==> src/pkg/sbo_pkg.sv <==
// Purpose: Shared constants for the sweep burst output control block
// Assumes: 100 MHz master clock, 16-bit serial words
// Notes:   Control bit positions index the 12-bit control field
package sbo_pkg;

  // Register port offsets
  localparam logic [3:0] OFF_CTRL   = 4'h0;
  localparam logic [3:0] OFF_STATUS = 4'h4;
  localparam logic [3:0] OFF_WORD   = 4'h8;

  // Control field bit positions
  localparam int CB_MARK_EN   = 2;
  localparam int CB_MARK_MODE = 3;
  localparam int CB_INCR_SRC  = 5;
  localparam int CB_BURST_SRC = 6;
  localparam int CB_CW        = 7;
  localparam int CB_SQ_EN     = 8;
  localparam int CB_SINE      = 9;
  localparam int CB_DAC_EN    = 10;

  localparam logic [11:0] CTRL_RST = 12'h000;
  localparam logic [3:0]  CMD_CTRL = 4'h0;

  localparam int WORD_BITS = 16;
  localparam int ACC_W     = 24;
  localparam int DAC_W     = 10;

  localparam logic [9:0] DAC_MID = 10'h200;

  // Marker pulse length in master-clock periods
  localparam logic [2:0] MARK_PULSE_CYC = 3'h4;

  // Quarter-wave sine amplitudes, entry 0 in the low bits
  localparam logic [143:0] SINE_QTR = {
    9'h1fe, 9'h1f9, 9'h1f0, 9'h1e1, 9'h1ce, 9'h1b6, 9'h19a, 9'h17b,
    9'h157, 9'h131, 9'h107, 9'h0db, 9'h0ac, 9'h07c, 9'h04b, 9'h019};

  typedef enum logic [1:0] {
    SBO_IDLE   = 2'b00,
    SBO_BURST  = 2'b01,
    SBO_LISTEN = 2'b11,
    SBO_DONE   = 2'b10
  } sbo_state_t;

endpackage

==> src/rtl/sbo_ctrl.sv <==
// Purpose: Burst/listen sweep control, output shaping, serial write port
// Assumes: Serial clock sampled by mclk_i, so it must stay well below
//          a quarter of the master clock rate in this implementation
// Notes:   Frequency profile values arrive from on-chip registers
`timescale 1ns/1ps
module sbo_ctrl (
  input  wire logic        mclk_i,
  input  wire logic        arst_n_i,
  input  wire logic        sclk_i,
  input  wire logic        sdata_i,
  input  wire logic        frame_select_n_i,
  input  wire logic        sweep_ctrl_i,
  input  wire logic        abort_i,
  input  wire logic        standby_i,
  input  wire logic [23:0] freq_start_i,
  input  wire logic [23:0] freq_delta_i,
  input  wire logic [11:0] incr_count_i,
  input  wire logic [3:0]  reg_addr_i,
  input  wire logic [15:0] reg_wdata_i,
  input  wire logic        reg_wr_i,
  input  wire logic        reg_rd_i,
  output logic      [15:0] reg_rdata_o,
  output logic      [9:0]  dac_data_o,
  output logic             dac_enable_o,
  output logic             square_wave_out_o,
  output logic             sweep_marker_out_o
);

  localparam int P_SCK = 0;
  localparam int P_SD  = 1;
  localparam int P_FS  = 2;
  localparam int P_CT  = 3;
  localparam int P_AB  = 4;
  localparam int P_SB  = 5;

  logic [5:0]             sync1_ff;
  logic [5:0]             sync2_ff;
  logic [5:0]             prev_ff;
  logic [5:0]             rise;
  logic [5:0]             fall;
  logic                   run;
  logic [15:0]            shift_ff;
  logic [3:0]             bit_cnt_ff;
  logic                   commit_ff;
  logic [15:0]            last_word_ff;
  logic [11:0]            ctrl_ff;
  logic                   ext_burst;
  logic                   abort_evt;
  logic                   step_req;
  logic                   last_step;
  logic                   inc_evt;
  sbo_pkg::sbo_state_t    state_ff;
  logic [23:0]            freq_ff;
  logic [11:0]            step_cnt_ff;
  logic [23:0]            acc_ff;
  logic [2:0]             mark_cnt_ff;
  logic [2:0]             nxt_mark_cnt;
  logic [9:0]             nxt_dac;

  ////////////////////////////////////////////////////////////////////////
  // Pin synchronisers; edges read only the second stage
  always_ff @(posedge mclk_i or negedge arst_n_i) begin
    if (!arst_n_i) begin
      sync1_ff <= 6'h04;
      sync2_ff <= 6'h04;
      prev_ff  <= 6'h04;
    end else begin
      sync1_ff <= {standby_i, abort_i, sweep_ctrl_i, frame_select_n_i,
                   sdata_i, sclk_i};
      sync2_ff <= sync1_ff;
      prev_ff  <= sync2_ff;
    end
  end

  assign rise = sync2_ff & ~prev_ff;
  assign fall = ~sync2_ff & prev_ff;
  // Standby stands in for the gated master clock
  assign run  = ~sync2_ff[P_SB];

  ////////////////////////////////////////////////////////////////////////
  // Serial write port
  always_ff @(posedge mclk_i or negedge arst_n_i) begin
    if (!arst_n_i) begin
      shift_ff   <= 16'h0000;
      bit_cnt_ff <= 4'h0;
      commit_ff  <= 1'b0;
    end else if (run) begin
      commit_ff <= 1'b0;
      // Frame high abandons a partial word
      if (sync2_ff[P_FS]) begin
        bit_cnt_ff <= 4'h0;
      end else if (fall[P_SCK]) begin
        shift_ff <= {shift_ff[14:0], sync2_ff[P_SD]};
        bit_cnt_ff <= bit_cnt_ff + 4'h1;
        if (bit_cnt_ff == 4'(sbo_pkg::WORD_BITS - 1)) begin
          commit_ff <= 1'b1;
        end
      end
    end
  end

  always_ff @(posedge mclk_i or negedge arst_n_i) begin
    if (!arst_n_i) begin
      last_word_ff <= 16'h0000;
      ctrl_ff      <= sbo_pkg::CTRL_RST;
    end else if (run) begin
      if (commit_ff) begin
        last_word_ff <= shift_ff;
      end
      if (commit_ff && shift_ff[15:12] == sbo_pkg::CMD_CTRL) begin
        ctrl_ff <= shift_ff[11:0];
      end else if (reg_wr_i && reg_addr_i == sbo_pkg::OFF_CTRL) begin
        ctrl_ff <= reg_wdata_i[11:0];
      end
    end
  end

  ////////////////////////////////////////////////////////////////////////
  // Sweep sequencing
  // No interval timers here, so time-base bits have no effect
  assign ext_burst = ~ctrl_ff[sbo_pkg::CB_CW]
                   & ctrl_ff[sbo_pkg::CB_BURST_SRC]
                   & ctrl_ff[sbo_pkg::CB_INCR_SRC];
  assign abort_evt = run & rise[P_AB];
  assign step_req  = run & ~abort_evt & rise[P_CT]
                   & ((state_ff == sbo_pkg::SBO_LISTEN)
                   | (state_ff == sbo_pkg::SBO_BURST & ~ext_burst));
  assign last_step = step_cnt_ff == incr_count_i;
  assign inc_evt   = step_req & ~last_step;

  always_ff @(posedge mclk_i or negedge arst_n_i) begin
    if (!arst_n_i) begin
      state_ff    <= sbo_pkg::SBO_IDLE;
      freq_ff     <= 24'h000000;
      step_cnt_ff <= 12'h000;
    end else if (run) begin
      if (abort_evt) begin
        state_ff <= sbo_pkg::SBO_IDLE;
      end else if (step_req) begin
        if (last_step) begin
          state_ff <= sbo_pkg::SBO_DONE;
        end else begin
          freq_ff     <= freq_ff + freq_delta_i;
          step_cnt_ff <= step_cnt_ff + 12'h001;
          state_ff    <= sbo_pkg::SBO_BURST;
        end
      end else begin
        unique case (state_ff)
          sbo_pkg::SBO_IDLE, sbo_pkg::SBO_DONE: begin
            if (rise[P_CT]) begin
              freq_ff     <= freq_start_i;
              step_cnt_ff <= 12'h000;
              state_ff    <= sbo_pkg::SBO_BURST;
            end
          end
          sbo_pkg::SBO_BURST: begin
            if (ext_burst && fall[P_CT]) begin
              state_ff <= sbo_pkg::SBO_LISTEN;
            end
          end
          sbo_pkg::SBO_LISTEN: begin
          end
        endcase
      end
    end
  end

  ////////////////////////////////////////////////////////////////////////
  // Phase accumulator and DAC data
  // Each burst restarts at zero phase
  always_ff @(posedge mclk_i or negedge arst_n_i) begin
    if (!arst_n_i) begin
      acc_ff <= 24'h000000;
    end else if (run) begin
      if (state_ff == sbo_pkg::SBO_BURST && !abort_evt) begin
        acc_ff <= acc_ff + freq_ff;
      end else begin
        acc_ff <= 24'h000000;
      end
    end
  end

  function automatic logic [9:0] sine_of(input logic [5:0] ph);
    logic [3:0] idx;
    logic [8:0] amp;
    idx = ph[4] ? ~ph[3:0] : ph[3:0];
    amp = sbo_pkg::SINE_QTR[idx*9 +: 9];
    sine_of = ph[5] ? 10'h1ff - {1'b0, amp} : 10'h200 + {1'b0, amp};
  endfunction

  always_comb begin
    if (state_ff != sbo_pkg::SBO_BURST || abort_evt) begin
      nxt_dac = sbo_pkg::DAC_MID;
    end else if (ctrl_ff[sbo_pkg::CB_SINE]) begin
      nxt_dac = sine_of(acc_ff[23:18]);
    end else if (acc_ff[23]) begin
      nxt_dac = ~acc_ff[22:13];
    end else begin
      nxt_dac = acc_ff[22:13];
    end
  end

  always_ff @(posedge mclk_i or negedge arst_n_i) begin
    if (!arst_n_i) begin
      dac_data_o        <= sbo_pkg::DAC_MID;
      dac_enable_o      <= 1'b0;
      square_wave_out_o <= 1'b0;
    end else if (run) begin
      dac_data_o        <= nxt_dac;
      dac_enable_o      <= ctrl_ff[sbo_pkg::CB_DAC_EN];
      square_wave_out_o <= ctrl_ff[sbo_pkg::CB_SQ_EN]
                         & ~dac_data_o[9];
    end
  end

  ////////////////////////////////////////////////////////////////////////
  // Sweep marker
  always_comb begin
    if (!run) begin
      nxt_mark_cnt = mark_cnt_ff;
    end else if (abort_evt) begin
      nxt_mark_cnt = 3'h0;
    end else if (inc_evt) begin
      nxt_mark_cnt = sbo_pkg::MARK_PULSE_CYC;
    end else if (mark_cnt_ff != 3'h0) begin
      nxt_mark_cnt = mark_cnt_ff - 3'h1;
    end else begin
      nxt_mark_cnt = 3'h0;
    end
  end

  always_ff @(posedge mclk_i or negedge arst_n_i) begin
    if (!arst_n_i) begin
      mark_cnt_ff        <= 3'h0;
      sweep_marker_out_o <= 1'b0;
    end else begin
      mark_cnt_ff <= nxt_mark_cnt;
      if (run) begin
        sweep_marker_out_o <= ctrl_ff[sbo_pkg::CB_MARK_EN]
          & (ctrl_ff[sbo_pkg::CB_MARK_MODE] ? nxt_mark_cnt != 3'h0
             : state_ff == sbo_pkg::SBO_DONE);
      end
    end
  end

  ////////////////////////////////////////////////////////////////////////
  // Register read port; unmapped offsets read zero
  always_ff @(posedge mclk_i or negedge arst_n_i) begin
    if (!arst_n_i) begin
      reg_rdata_o <= 16'h0000;
    end else if (reg_rd_i) begin
      unique case (reg_addr_i)
        sbo_pkg::OFF_CTRL:   reg_rdata_o <= {4'h0, ctrl_ff};
        sbo_pkg::OFF_STATUS: reg_rdata_o <= {state_ff, ~run, 1'b0,
                                             step_cnt_ff};
        sbo_pkg::OFF_WORD:   reg_rdata_o <= last_word_ff;
        default:             reg_rdata_o <= 16'h0000;
      endcase
    end else begin
      reg_rdata_o <= 16'h0000;
    end
  end
endmodule

==> config.mk <==
export PLATFORM = sky130hd
export DESIGN_NAME = sbo_ctrl
export DESIGN_NICKNAME = d
export VERILOG_FILES = /design/src/pkg/sbo_pkg.sv /design/src/rtl/sbo_ctrl.sv
export SDC_FILE = /design/constraint.sdc
export NUM_CORES = 1
export LEC_CHECK = 0
export BUFFER_PORTS_ARGS = -buffer_cell sky130_fd_sc_hd__clkbuf_2
export CAP_MARGIN = 20
export CORE_UTILIZATION = 45
export DETAILED_ROUTE_END_ITERATION = 16
export GPL_TIMING_DRIVEN = 0
export HOLD_SLACK_MARGIN = 0.08
export PLACE_DENSITY = 0.7
export SLEW_MARGIN = 20
export SYNTH_ARGS = -nofsm -noshare
export SYNTH_HDL_FRONTEND = slang
export SYNTH_SLANG_ARGS = --single-unit
==> constraint.sdc <==
create_clock -name mclk_i -period 7.82 [get_ports mclk_i]
set_input_delay 0.782 -clock mclk_i [delete_from_list [all_inputs] [get_ports mclk_i]]
set_output_delay 0.782 -clock mclk_i [all_outputs]
set_load 0.01 [all_outputs]
==> impl_metrics.py <==
metrics = {
    "run_status": {
        "status": "completed",
    },
    "clocking": {
        "cts-buffers-inserted": 17,
        "cts_tree": "built",
        "htreeDepth": 4,
        "cts.sinks": 158,
        "clockBufferDepth": 2,
        "ctsResizeCount": 0,
        "cts.clk_slew.worst_paths_ns": 0.07,
        "cts_setup_buffers": 0,
        "insertion_delay_ns": 0.44,
        "hold_buffers": 0,
        "root_buffer": "clkbuf_16",
    },
    "route": {
        "wl_microns": 25500,
        "drc": 0,
        "num_vias": 8039,
        "drt-initial-drc-count": 542,
        "vias_per_cell": 5.74,
        "dr.pass1.iters": 5,
        "postRouteAntennaNets": 0,
        "wire_per_inst_microns": 18.2,
    },
    "logic_synthesis": {
        "postSynthAreaPerCell_sq_um": 9.64,
        "syn_nets": 1128,
        "synth_edf_count": 0,
        "ys_seq_area_frac": 0.418,
        "synthCells": 982,
        "synthesis.area_sq_um": 9470,
        "synthArstFlopShare": 1.00,
        "ys.flop_type": "dfrtp_1",
        "ys_types": 74,
        "synth-seq-cells": 158,
        "yosysWarnings": 0,
    },
    "sta": {
        "min_period_over_period": 0.436,
        "hold_viol_final": 0,
        "slew_violations": 0,
        "finalSetupTns_ns": 0,
        "rsz0062_at_grt": "false",
        "setup_violations": 0,
        "max-slew-margin-rel": 0.448,
        "fin_crit_ns": 3.41,
        "max_freq_mhz": 293,
        "tightest_slew_ns": 0.822,
        "finClkSkew_ns": 0.0164,
    },
    "worst_setup_path": {
        "worst_setup_path_start_kind": "flip-flop",
        "cpMostUsedCell": "mux2i_1",
        "cp_max_fo": 10,
        "required_ns": 8.14,
        "worst-setup-path-type": "flip-flop to flip-flop",
        "reg2reg_depth": 12,
        "worstPathCellList": "clkbuf_1 > buf_1 > xor2_1 > inv_1 > ha_1 > nor2_1 > mux2i_1 > o21ai_0 > mux2i_1 > a31o_2 > xnor2_1 > a22o_1",
        "slowest_delay_ns": 0.49,
        "r2r-end": "dac_data_o[4]$_DFFE_PN0N_",
        "ff2ff_setup_slack_ns": 4.41,
        "cp_slowest_cell": "buf_1",
        "crit_arrival_ns": 3.73,
        "end_kind": "flip-flop",
        "r2r_start": "acc_ff[22]$_DFFE_PN0N_",
    },
    "final_layout": {
        "fin_nets": 1263,
        "fill_cells": 1878,
        "syn_to_final_growth_pct": 17.0,
        "final_layout_size_suffix_gt1_frac": 0.188,
        "final_util": 0.542,
        "final_cell_mix": "155 x dfrtp_1, 114 x clkbuf_2, 95 x a21oi_1",
        "final_common_cell": "dfrtp_1",
    },
    "placement": {
        "post-dp-hpwl_microns": 19000,
        "io_buffers": 114,
        "gp_congestion": 0.911,
    },
    "global_routing": {
        "grt_usage": 0.242,
        "antenna_found_initial": 2,
        "grt_pass1_vias": 7916,
        "grt_pass1_wl_microns": 40800,
        "grt_max_degree": 63,
        "grt.overflow.total": 0,
    },
    "power_and_ir_drop": {
        "pwr_density_cell_nw_per_um2": 247,
        "power_uw": 2740,
        "max-vdd-ir-drop_v": 0.000144,
        "power.leakage_uw": 0.00518,
    },
    "die": {
        "rows": 52,
        "die_y_microns": 147,
        "initial_core_util": 0.463,
        "dieArea_sq_um": 21600,
        "die_w_microns": 147,
        "ios": 119,
        "core_area_sq_um": 20400,
    },
    "run": {
        "max-cap-violations": 0,
    },
    "min_path": {
        "min_path_type": "input pin to async pin",
    },
}
-- Yosys cell counts, types with 17 or more instances --
| cell | count | area share |
|---|---|---|
| inv_1 | 26 | 0.010 |
| o21ai_0 | 52 | 0.027 |
| dfrtp_1 | 155 | 0.41 |
| a22o_1 | 34 | 0.031 |
| nand2_1 | 85 | 0.034 |
| a21oi_1 | 95 | 0.050 |
| mux2_2 | 33 | 0.039 |
| clkbuf_1 | 39 | 0.015 |
| ha_1 | 54 | 0.071 |
| a21o_1 | 21 | 0.017 |
| nor2_1 | 69 | 0.027 |
| a22oi_1 | 21 | 0.017 |
| xnor2_1 | 51 | 0.047 |
| mux2i_1 | 17 | 0.018 |
-- state kept, by name, indices dropped and copies added (netlist names) --
register / count
acc_ff: 24
bit_cnt_ff: 4
commit_ff: 1
ctrl_ff: 12
dac_data_o: 10
dac_enable_o: 1
freq_ff: 24
last_word_ff: 16
mark_cnt_ff: 3
prev_ff: 3
reg_rdata_o: 16
shift_ff: 16
square_wave_out_o: 1
state_ff: 2
step_cnt_ff: 12
sweep_marker_out_o: 1
sync1_ff: 6
sync2_ff: 6
-- metrics by stage --
stage / cells / hold slack, ns / cell area (sq um) / worst slack [ns]
2_1_floorplan: 982 / 0.331 / 9470 / 4.79
3_5_place_dp: 1368 / 0.336 / 10400 / 4.28
3_3_place_gp: 1366 / 0.334 / 10400 / 3.15
6_report: 1401 / 0.269 / 11100 / 4.41
5_1_grt: 1401 / 0.275 / 11100 / 4.11
4_1_cts: 1400 / 0.267 / 11100 / 4.48
-- worst max path at each step --
stage	start	end	slack, ns
floorplan	freq_delta_i[0]	freq_ff[22]$_DFFE_PN0P_	4.79
global placement	arst_n_i	sync1_ff[5]$_DFF_PN0_	3.15
detailed placement	freq_delta_i[0]	freq_ff[22]$_DFFE_PN0P_	4.28
CTS	acc_ff[22]$_DFFE_PN0N_	dac_data_o[4]$_DFFE_PN0N_	4.48
global route	acc_ff[22]$_DFFE_PN0N_	dac_data_o[4]$_DFFE_PN0N_	4.11
finish	acc_ff[22]$_DFFE_PN0N_	dac_data_o[4]$_DFFE_PN0N_	4.41
-- where the power goes --
part | switching, uW | internal, uW | leakage (uW)
combinational | 495 | 382 | 0.00281
sequential | 96.3 | 913 | 0.00207
clock | 391 | 460 | 0.000296
-- critical path, delay by kind of cell, from the launching register on --
family / cells / cell delay [ns]
and+or+nand+nor: 1 / 0.19
AOI/OAI and AO/OA: 3 / 0.62
buffers and inverters: 3 / 1.00
xor gates and xnor gates: 2 / 0.47
DFF: 1 / 0.46
adders and majority gates: 1 / 0.34
muxes: 2 / 0.22
-- routing by layer --
layer,global-route usage,share of wire
met4,0.0691,0.018
met5,0,0
met1,0.318,0.45
met2,0.412,0.49
met3,0.0394,0.042
-- kinds of logic after synthesis --
family	share of synthesized area
muxes	0.0572
xor gates and xnor gates	0.0620
AOI/OAI and AO/OA	0.221
adders and majority gates	0.0756
buffers and inverters	0.0312
DFF	0.418
and+or+nand+nor	0.135
-- area by class of cell --
class / count / area [sq um] / share of cell area
inverter: 27 / 101 / 0.00915
buffer: 49 / 194 / 0.0175
antenna: 1 / 2.50 / 0.000226
tap: 270 / 338 / 0.0305
multi-input combinational: 748 / 5240 / 0.473
timing repair buffer: 116 / 634 / 0.0573
sequential: 158 / 3960 / 0.357
clock buffer: 17 / 425 / 0.0384
clock inverter: 15 / 189 / 0.0171
No activity file was read; power rests on OpenSTA's default activity.
